--- src/pkg/oes_pkg.sv ---
// package for the otg event status and enable block
// assumes a 100 MHz register clock and an axi4-lite register bus
package oes_pkg;
   // ----------------------------------------
   // register map
   // ----------------------------------------
   localparam logic [31:0] OES_ADDR_STATUS_CONTROL = 32'h1900_01a4;
   localparam logic [31:0] OES_ADDR_MODE_CTRL = 32'h1900_01a8;
   localparam logic [31:0] OES_ADDR_MASK = 32'h0000_0ffc;
   // ----------------------------------------
   // field positions
   // ----------------------------------------
   localparam int OES_BIT_ID = 16;
   localparam int OES_BIT_AVV = 17;
   localparam int OES_BIT_ASV = 18;
   localparam int OES_BIT_BSV = 19;
   localparam int OES_BIT_BSE = 20;
   localparam int OES_BIT_MS = 21;
   localparam int OES_BIT_DP = 22;
   localparam int OES_FLAG_LSB = 16;
   localparam int OES_ENABLE_LSB = 24;
   localparam int OES_NUM_EVENTS = 7;
   localparam int OES_MODE_LSB = 0;
   localparam int OES_POWER_BIT = 2;
   localparam logic [1:0] OES_MODE_HOST = 2'h3;
   localparam logic [1:0] OES_MODE_IDLE = 2'h0;
   localparam logic [6:0] OES_EVENTS_RESET = 7'h00;
   // ----------------------------------------
   // timing
   // ----------------------------------------
   localparam int OES_CLK_MHZ = 100;
   localparam int OES_TICK_US = 1000;
   localparam int OES_TICK_CYCLES = OES_TICK_US * OES_CLK_MHZ;
   // ----------------------------------------
   // axi responses
   // ----------------------------------------
   localparam logic [1:0] OES_RESP_OKAY = 2'h0;
   localparam logic [1:0] OES_RESP_SLVERR = 2'h2;
endpackage

--- src/hdl/oes_otg_events.sv ---
// otg event flags with enables behind an axi4-lite slave
// assumes comparator, id and line inputs are static levels from the port
//
// Our own choice: register access over AXI4-Lite.
`timescale 1ns/10ps
// Overview of operation
// - Any rise or fall of the a-vbus valid comparator sets its flag.
// - Any rise or fall of the a-session valid comparator sets its flag.
// - Any rise or fall of the b-session valid comparator sets its flag.
// - Only a fall below the b-session end threshold sets its flag.
// - The millisecond flag is set once in every millisecond period.
// - Pulsing on either data line sets the data pulse flag.
// - Pulsing counts only in host mode with port power off.
// - Writing one clears a flag, writing zero leaves it.
// - A read-write enable bit gates the id change interrupt.
// - Four read-write enable bits gate the vbus threshold interrupts.
// - A read-write enable bit gates the millisecond interrupt.
// - A read-write enable bit gates the data pulse interrupt.
// - Any change of the sampled id level sets the id change flag.
module oes_otg_events
   import oes_pkg::*;
#(
   parameter int TICK_CYCLES = OES_TICK_CYCLES
) (
   // clock and reset
   input wire logic clk,
   input wire logic rst,
   // axi4-lite write
   input wire logic [31:0] awaddr,
   input wire logic awvalid,
   output logic awready,
   input wire logic [31:0] wdata,
   input wire logic [3:0] wstrb,
   input wire logic wvalid,
   output logic wready,
   output logic [1:0] bresp,
   output logic bvalid,
   input wire logic bready,
   // axi4-lite read
   input wire logic [31:0] araddr,
   input wire logic arvalid,
   output logic arready,
   output logic [31:0] rdata,
   output logic [1:0] rresp,
   output logic rvalid,
   input wire logic rready,
   // port sensing
   input wire logic idPin,
   input wire logic aVbusValid,
   input wire logic aSessionValid,
   input wire logic bSessionValid,
   input wire logic bSessionEnd,
   input wire logic dpPulse,
   input wire logic dmPulse,
   // interrupt
   output logic irq
);
   // ----------------------------------------
   // synchronisers
   // ----------------------------------------
   logic [6:0] syncA;
   logic [6:0] syncB;
   logic [6:0] syncPrev;
   logic [6:0] flags;
   logic [6:0] enables;
   logic [6:0] setEv;
   logic [6:0] clrEv;
   logic [1:0] controllerMode;
   logic port_power_control;
   logic [31:0] tickCount;
   logic tick;
   logic pulseAllowed;
   logic [31:0] awAddrHeld;
   logic [31:0] wDataHeld;
   logic [3:0] wStrbHeld;
   logic awHave;
   logic wHave;
   logic doWrite;

   // three flops per input; only syncB and syncPrev are looked at downstream
   always_ff @(posedge clk or posedge rst) begin
      if (rst) begin
         syncA <= 7'h00;
         syncB <= 7'h00;
         syncPrev <= 7'h00;
      end else begin
         syncA <= {dmPulse, dpPulse, bSessionEnd, bSessionValid, aSessionValid,
                   aVbusValid, idPin};
         syncB <= syncA;
         syncPrev <= syncB;
      end
   end

   // ----------------------------------------
   // millisecond divider
   // ----------------------------------------
   always_ff @(posedge clk or posedge rst) begin
      if (rst) begin
         tickCount <= 32'h0000_0000;
         tick <= 1'b0;
      end else if (tickCount == 32'(TICK_CYCLES - 1)) begin
         tickCount <= 32'h0000_0000;
         tick <= 1'b1;
      end else begin
         tickCount <= tickCount + 32'h0000_0001;
         tick <= 1'b0;
      end
   end

   // ----------------------------------------
   // event detection
   // ----------------------------------------
   // pulsing is an sr probe only meaningful as an unpowered host
   assign pulseAllowed = (controllerMode == OES_MODE_HOST) && !port_power_control;
   always_comb begin
      setEv = 7'h00;
      setEv[OES_BIT_ID - OES_FLAG_LSB] = syncB[0] ^ syncPrev[0];
      setEv[OES_BIT_AVV - OES_FLAG_LSB] = syncB[1] ^ syncPrev[1];
      setEv[OES_BIT_ASV - OES_FLAG_LSB] = syncB[2] ^ syncPrev[2];
      setEv[OES_BIT_BSV - OES_FLAG_LSB] = syncB[3] ^ syncPrev[3];
      // end indicator rises when vbus falls below the threshold
      setEv[OES_BIT_BSE - OES_FLAG_LSB] = syncB[4] & ~syncPrev[4];
      setEv[OES_BIT_MS - OES_FLAG_LSB] = tick;
      setEv[OES_BIT_DP - OES_FLAG_LSB] = pulseAllowed &
         ((syncB[5] & ~syncPrev[5]) | (syncB[6] & ~syncPrev[6]));
   end

   // ----------------------------------------
   // axi4-lite write channel
   // ----------------------------------------
   assign doWrite = awHave && wHave && !bvalid;
   always_ff @(posedge clk or posedge rst) begin
      if (rst) begin
         awHave <= 1'b0;
         wHave <= 1'b0;
         awready <= 1'b1;
         wready <= 1'b1;
         awAddrHeld <= 32'h0000_0000;
         wDataHeld <= 32'h0000_0000;
         wStrbHeld <= 4'h0;
         bvalid <= 1'b0;
         bresp <= OES_RESP_OKAY;
      end else begin
         if (awvalid && awready) begin
            awHave <= 1'b1;
            awready <= 1'b0;
            awAddrHeld <= awaddr;
         end
         if (wvalid && wready) begin
            wHave <= 1'b1;
            wready <= 1'b0;
            wDataHeld <= wdata;
            wStrbHeld <= wstrb;
         end
         if (doWrite) begin
            awHave <= 1'b0;
            wHave <= 1'b0;
            bvalid <= 1'b1;
            bresp <= (awAddrHeld[11:2] == OES_ADDR_STATUS_CONTROL[11:2] ||
                      awAddrHeld[11:2] == OES_ADDR_MODE_CTRL[11:2]) ?
                     OES_RESP_OKAY : OES_RESP_SLVERR;
         end
         if (bvalid && bready) begin
            bvalid <= 1'b0;
            awready <= 1'b1;
            wready <= 1'b1;
         end
      end
   end

   // ----------------------------------------
   // flags, enables and mode control
   // ----------------------------------------
   // only the word's upper lanes carry flags and enables
   always_comb begin
      clrEv = 7'h00;
      if (doWrite && awAddrHeld[11:2] == OES_ADDR_STATUS_CONTROL[11:2] && wStrbHeld[2]) begin
         clrEv = wDataHeld[OES_FLAG_LSB +: OES_NUM_EVENTS];
      end
   end

   // set wins over a clear arriving in the same cycle
   always_ff @(posedge clk or posedge rst) begin
      if (rst) begin
         flags <= OES_EVENTS_RESET;
      end else begin
         flags <= (flags & ~clrEv) | setEv;
      end
   end

   always_ff @(posedge clk or posedge rst) begin
      if (rst) begin
         enables <= OES_EVENTS_RESET;
      end else if (doWrite && awAddrHeld[11:2] == OES_ADDR_STATUS_CONTROL[11:2] &&
                   wStrbHeld[3]) begin
         // bit 31 is reserved and dropped here
         enables <= wDataHeld[OES_ENABLE_LSB +: OES_NUM_EVENTS];
      end
   end

   // stand-in for the mode field and port power, which live elsewhere
   always_ff @(posedge clk or posedge rst) begin
      if (rst) begin
         controllerMode <= OES_MODE_IDLE;
         port_power_control <= 1'b0;
      end else if (doWrite && awAddrHeld[11:2] == OES_ADDR_MODE_CTRL[11:2] && wStrbHeld[0]) begin
         controllerMode <= wDataHeld[OES_MODE_LSB +: 2];
         port_power_control <= wDataHeld[OES_POWER_BIT];
      end
   end

   // ----------------------------------------
   // interrupt
   // ----------------------------------------
   always_ff @(posedge clk or posedge rst) begin
      if (rst) begin
         irq <= 1'b0;
      end else begin
         irq <= |(flags & enables);
      end
   end

   // ----------------------------------------
   // axi4-lite read channel
   // ----------------------------------------
   always_ff @(posedge clk or posedge rst) begin
      if (rst) begin
         arready <= 1'b1;
         rvalid <= 1'b0;
         rdata <= 32'h0000_0000;
         rresp <= OES_RESP_OKAY;
      end else if (arvalid && arready) begin
         arready <= 1'b0;
         rvalid <= 1'b1;
         rresp <= OES_RESP_OKAY;
         if (araddr[11:2] == OES_ADDR_STATUS_CONTROL[11:2]) begin
            // reserved bits 23 and 31 read zero
            rdata <= {1'b0, enables, 1'b0, flags, 16'h0000};
         end else if (araddr[11:2] == OES_ADDR_MODE_CTRL[11:2]) begin
            rdata <= {29'h0000_0000, port_power_control, controllerMode};
         end else begin
            rdata <= 32'h0000_0000;
            rresp <= OES_RESP_SLVERR;
         end
      end else if (rvalid && rready) begin
         rvalid <= 1'b0;
         arready <= 1'b1;
      end
   end

   // ----------------------------------------
   // checks
   // ----------------------------------------
   a_bse_fall_only: assert property (@(posedge clk) disable iff (rst)
      (!syncPrev[4] && syncB[4] && !flags[4]) |=> flags[4])
      else $error("session end fall not flagged");
   a_bse_no_rise: assert property (@(posedge clk) disable iff (rst)
      (syncPrev[4] && !syncB[4] && !flags[4] && !tick) |=> !flags[4])
      else $error("session end flagged on rise");
   a_avv_edge_set: assert property (@(posedge clk) disable iff (rst)
      $changed(syncB[1]) |=> flags[1])
      else $error("a-vbus edge not flagged");
   a_asv_edge_set: assert property (@(posedge clk) disable iff (rst)
      $changed(syncB[2]) |=> flags[2])
      else $error("a-session edge not flagged");
   a_bsv_edge_set: assert property (@(posedge clk) disable iff (rst)
      $changed(syncB[3]) |=> flags[3])
      else $error("b-session edge not flagged");
   a_id_edge_set: assert property (@(posedge clk) disable iff (rst)
      $changed(syncB[0]) |=> flags[0])
      else $error("id change not flagged");
   a_tick_sets_flag: assert property (@(posedge clk) disable iff (rst)
      tick |=> flags[5] ##1 !tick)
      else $error("millisecond flag not set");
   a_pulse_gated: assert property (@(posedge clk) disable iff (rst)
      (!pulseAllowed && !flags[6]) |=> !flags[6])
      else $error("pulse flagged outside host unpowered");
   a_clear_works: assert property (@(posedge clk) disable iff (rst)
      (clrEv[0] && !setEv[0]) |=> !flags[0])
      else $error("write one did not clear");
   a_irq_follows: assert property (@(posedge clk) disable iff (rst)
      ##1 irq == |($past(flags) & $past(enables)))
      else $error("interrupt does not follow flags");
   c_write_done: cover property (@(posedge clk) disable iff (rst) bvalid && bready);
   c_irq_rise: cover property (@(posedge clk) disable iff (rst) $rose(irq));
   c_set_and_clear: cover property (@(posedge clk) disable iff (rst) |(setEv & clrEv));
   c_pulse_seen: cover property (@(posedge clk) disable iff (rst) setEv[6]);
endmodule

--- config.mk ---
export PLATFORM = sky130hd
export DESIGN_NAME = oes_otg_events
export DESIGN_NICKNAME = d
export VERILOG_FILES = /design/src/pkg/oes_pkg.sv /design/src/hdl/oes_otg_events.sv
export SDC_FILE = /design/constraint.sdc
export NUM_CORES = 1
export LEC_CHECK = 0
export ABC_AREA = 1
export BUFFER_PORTS_ARGS = -buffer_cell sky130_fd_sc_hd__buf_2
export CORE_MARGIN = 2
export CORE_UTILIZATION = 30
export CTS_CLUSTER_DIAMETER = 50
export DETAILED_ROUTE_END_ITERATION = 8
export GPL_TIMING_DRIVEN = 0
export HOLD_SLACK_MARGIN = 0.06
export PLACE_DENSITY = 0.6
export SYNTH_ARGS = -nofsm -noshare
export SYNTH_HDL_FRONTEND = slang
export SYNTH_SLANG_ARGS = --single-unit
--- constraint.sdc ---
create_clock -name clk -period 9.5 [get_ports clk]
set_input_delay 1.425 -clock clk [delete_from_list [all_inputs] [get_ports clk]]
set_output_delay 1.425 -clock clk [all_outputs]
set_load 0.05 [all_outputs]
==> impl.org <==
** Die
- The die is 142.6 µm tall.
- During I/O placement, the number of pins put on the boundary was 156.
- Core area :: 18770 µm²
- The initial utilization of the core area, before any placement, comes to 0.3071.
- Site Rows :: 50
- X dimension of the die :: 142.6 µm
- The die covers 20340 µm².

** Critical path
- Setup crit end kind :: output pin
- Kind of launch point of the worst setup path :: flop
- Grouping stages by cell kind, the critical path spends the most delay in flip-flops.
- Together, buffers and inverters on the worst path number 1.
- Largest stage delay, worst path :: 0.53 ns
- Arrival time at the worst endpoint :: 1.21 ns
- The critical path is of the flop to output pin type.
- In this run the worst path has a maximum fanout of 3.
- At the worst endpoint, the required time is 8.08 ns.
- CP Cell Sequence :: buf_2
- Slowest library cell on the worst path :: sky130_fd_sc_hd__dfstp_2

** Logic synthesis
- By instance count, the leading cell after synthesis is sky130_fd_sc_hd__nand2_1.
- Most used standard cells in the synthesized netlist :: sky130_fd_sc_hd__nand2_1 (242), sky130_fd_sc_hd__dfrtp_1 (125), sky130_fd_sc_hd__inv_1 (87)
- Number of enable flip-flop cells after synthesis :: 0
- Share of flip-flops with an asynchronous set or reset after synthesis :: 1.000
- For this run, the register share of the synthesized area comes to 0.5563.
- Of all cell types, the one taking the most synthesized area is sky130_fd_sc_hd__dfrtp_1.
- In this run the cell area of the synthesized design comes to 5764 µm².
- Averaged over all synthesized cells, the footprint is 8.354 µm².
- In the post-synthesis netlist, the biggest area contributors are sky130_fd_sc_hd__dfrtp_1 (54%), sky130_fd_sc_hd__nand2_1 (16%), sky130_fd_sc_hd__inv_1 (5.7%), sky130_fd_sc_hd__nor2_1 (4.0%), sky130_fd_sc_hd__o21ai_0 (3.4%).
- Of the post-synthesis cell area, the dominant cell type holds 0.5427.
- Syn Inst Count :: 690
- Main synth FF type :: sky130_fd_sc_hd__dfrtp_1
- The Yosys step of the flow raised 0 warnings.
- FF+latch count, synth :: 128
- The number of different library cells used by synthesis comes to 32.

** STA
- Across all hold checks on the routed design, the worst slack comes to 0.3456 ns.
- Final Cycle Share :: 0.2773
- The count of endpoints failing hold in the final timing report was 0.
- Tmin final :: 2.634 ns
- Derived from the worst setup path, the maximum achievable clock frequency is 0.3796 GHz.
- For the final database, setup skew stands at 0.007352 ns.
- Accumulated negative setup slack :: 0 ns
- Setup-failing EPs final :: 0
- Setup repair after global routing left no endpoint under its margin.
- Max Transition Viols Final :: 0

** Cells and area
- In the final layout, the share of cells above drive strength 1 is 0.2007.
- Final Core Density :: 0.3798
- Growth of design area from synthesis to finish :: 23.66%
- Antenna cells :: 0
- Once layout is complete, the cells apart from fillers number 1051.
- Final Net Count :: 919

** Placement
- Number of port buffers :: 78
- Gp weighted congestion :: 0.8652
- Placed cell count :: 1019
- Detailed-placement wirelength estimate :: 9240 µm

** Global route
- For met2 alone, demand over resource in global routing was 0.2100.
- Overflow left after global routing :: 0
- Fraction of met3 tracks used by global routing :: 0.03353
- Global routing usage on met1 :: 0.1689
- Initial antenna violation count :: 0
- GRT busiest layer :: met2
- The number of global-route vias before repair is 4206.
- Overall global routing resource usage :: 0.1304
- The first global-routing pass estimated 20560 µm of wire.
- Entering global routing, the biggest net connects 99 pins.

** Routing
- The detailed router finished its first iteration with 296 violations.
- Routed len/inst :: 11.97 µm
- Antenna-violating nets left :: 0
- The final route contains 4481 vias.
- Final routed DRC violation total :: 0
- First-pass iteration count of the detailed router :: 4
- Final wirelength :: 12580 µm
- After detailed routing, the number of vias per cell comes to 4.264.

** Pwr
- The worst-case IR drop observed on VDD is 0.00008350 V.
- Cell internal power was estimated by the tool at 0.001123 W.
- Pwr Total :: 0.001583 W
- Summed over all nets, the switching power comes to 0.0004598 W.
- Of the total power, registers draw 0.423.
- Of the total power, the share spent switching nets is 0.2904.
- The analysis attributes to cell leakage a power of 3.641 nW.
- Of the total power, the clock network draws 0.412.
- Proportion of power drawn by combinational gates :: 0.165
- PD cells :: 222.1 nW/µm²

** Clock tree
- In this run the deepest clock path goes through 2 buffers.
- Number of cells upsized or downsized after cts :: 0
- Clock-pin slew was measured on the worst setup and hold paths at 0.06 ns.
- Clock tree synthesis selected as its root buffer the cell sky130_fd_sc_hd__clkbuf_16.
- The later pin in the worst-skew pair is clocked with a latency of 0.42 ns.
- Buffers added to address setup during post-CTS repair amount to 0.
- Total clock buffers created by CTS :: 17
- Max H-tree Level :: 4
- Hold Buf Count CTS :: 0
- Clock tree from TritonCTS :: yes
- The tree built by TritonCTS fans out to 128 sinks.

** Status
- Outcome :: completed

** Job
- Number of violations of the max-capacitance limit :: 0

** Hold path
- Type of the tightest min-delay check :: flop to flop
[power groups by stage]
stage / Clock, W / Combinational, W / Sequential (W)
2_1_floorplan: 0 / 0.000154 / 0.000720
3_3_place_gp: 0 / 0.000257 / 0.000678
3_5_place_dp: 0 / 0.000263 / 0.000680
4_1_cts: 0.000664 / 0.000265 / 0.000671
5_1_grt: 0.000686 / 0.000292 / 0.000679
6_report: 0.000652 / 0.000261 / 0.000670
[final timing paths]
path                       cells past startpoint  slack, ns            end    startpoint
min                                            0       0.35       syncB[3]      syncA[3]
max reg2reg                                    6       7.80  tickCount[16]  tickCount[0]
max                                            1       6.87         wready        wready
max in group asynchronous                      3       7.76        awready           rst
min in group asynchronous                      2       0.98  tickCount[29]           rst
min reg2reg                                    0       0.35       syncB[3]      syncA[3]
[cells by family (layout without fill, tap and decap cells)]
family                   Yosys count  count (layout)  share of synthesized area
buffers and inverters            116             227                    0.08877
other                              1              17                  0.0006506
flip-flops                       128             128                     0.5563
AO/OA/AOI/OAI                     54              54                    0.05231
adder cells (fa/ha/maj)            1               1                   0.002170
AND/OR/NAND/NOR                  373             373                     0.2739
XOR/XNOR                          17              17                    0.02583
[stage by stage]
step	instance area, µm²	worst slack (ns)
2_1_floorplan	5824	4.667
3_3_place_gp	6507	3.135
4_1_cts	7128	6.851
5_1_grt	7128	6.833
6_report	7128	6.866
3_5_place_dp	6540	6.898
[flip-flops by register name, indices dropped and copies added, names as in the netlist, 2 cells and up]
signal / cells
rdata: 17
controllerMode: 2
tickCount: 32
wStrbHeld: 3
awAddrHeld: 10
enables: 7
flags: 7
syncPrev: 7
syncB: 7
syncA: 7
wDataHeld: 17
[layout make-up]
| class | instances | area [µm²] |
|---|---|---|
| fillers | 1932 | 11640 |
| repair buffers | 79 | 417.9 |
| flip-flops and latches | 128 | 3207 |
| clock buffers | 22 | 454.2 |
| plain buffers | 27 | 177.7 |
| clock inverters | 10 | 133.9 |
| well taps | 234 | 292.8 |
| inverters | 89 | 339.1 |
| multi-input cells | 462 | 2106 |
[cell usage in the layout, fill, tap and decap left out, types with 2 or more instances in the layout]
master                       Yosys  final
sky130_fd_sc_hd__buf_4          17     17
sky130_fd_sc_hd__nor2_4          3      3
sky130_fd_sc_hd__buf_2           3     81
sky130_fd_sc_hd__dfrtp_1       125    125
sky130_fd_sc_hd__nand2_1       242    242
sky130_fd_sc_hd__bufinv_16       0      3
sky130_fd_sc_hd__nor2_1         61     61
sky130_fd_sc_hd__nand4_1        14     14
sky130_fd_sc_hd__nor2_2          8      8
sky130_fd_sc_hd__clkbuf_16       0     17
sky130_fd_sc_hd__nand2_2         7      7
sky130_fd_sc_hd__nor3_1          5      5
sky130_fd_sc_hd__xnor2_1         9      9
sky130_fd_sc_hd__clkinvlp_4      0      2
sky130_fd_sc_hd__o21ai_2         7      7
sky130_fd_sc_hd__o21ai_0        39     39
sky130_fd_sc_hd__clkinv_2        0      4
sky130_fd_sc_hd__clkbuf_1        5      9
sky130_fd_sc_hd__dfstp_2         3      3
sky130_fd_sc_hd__nand3_1        26     26
sky130_fd_sc_hd__nand3_2         3      3
sky130_fd_sc_hd__xor2_1          8      8
sky130_fd_sc_hd__a21oi_1         6      6
sky130_fd_sc_hd__conb_1          1     17
sky130_fd_sc_hd__inv_6           0      2
sky130_fd_sc_hd__inv_1          87     86
[layer usage]
metal / wire length [µm] / share of wire
met4: 213 / 0.017
met2: 5887 / 0.47
met5: 0 / 0
met1: 5893 / 0.47
met3: 584 / 0.046
No activity file was read; power rests on OpenSTA's default activity.
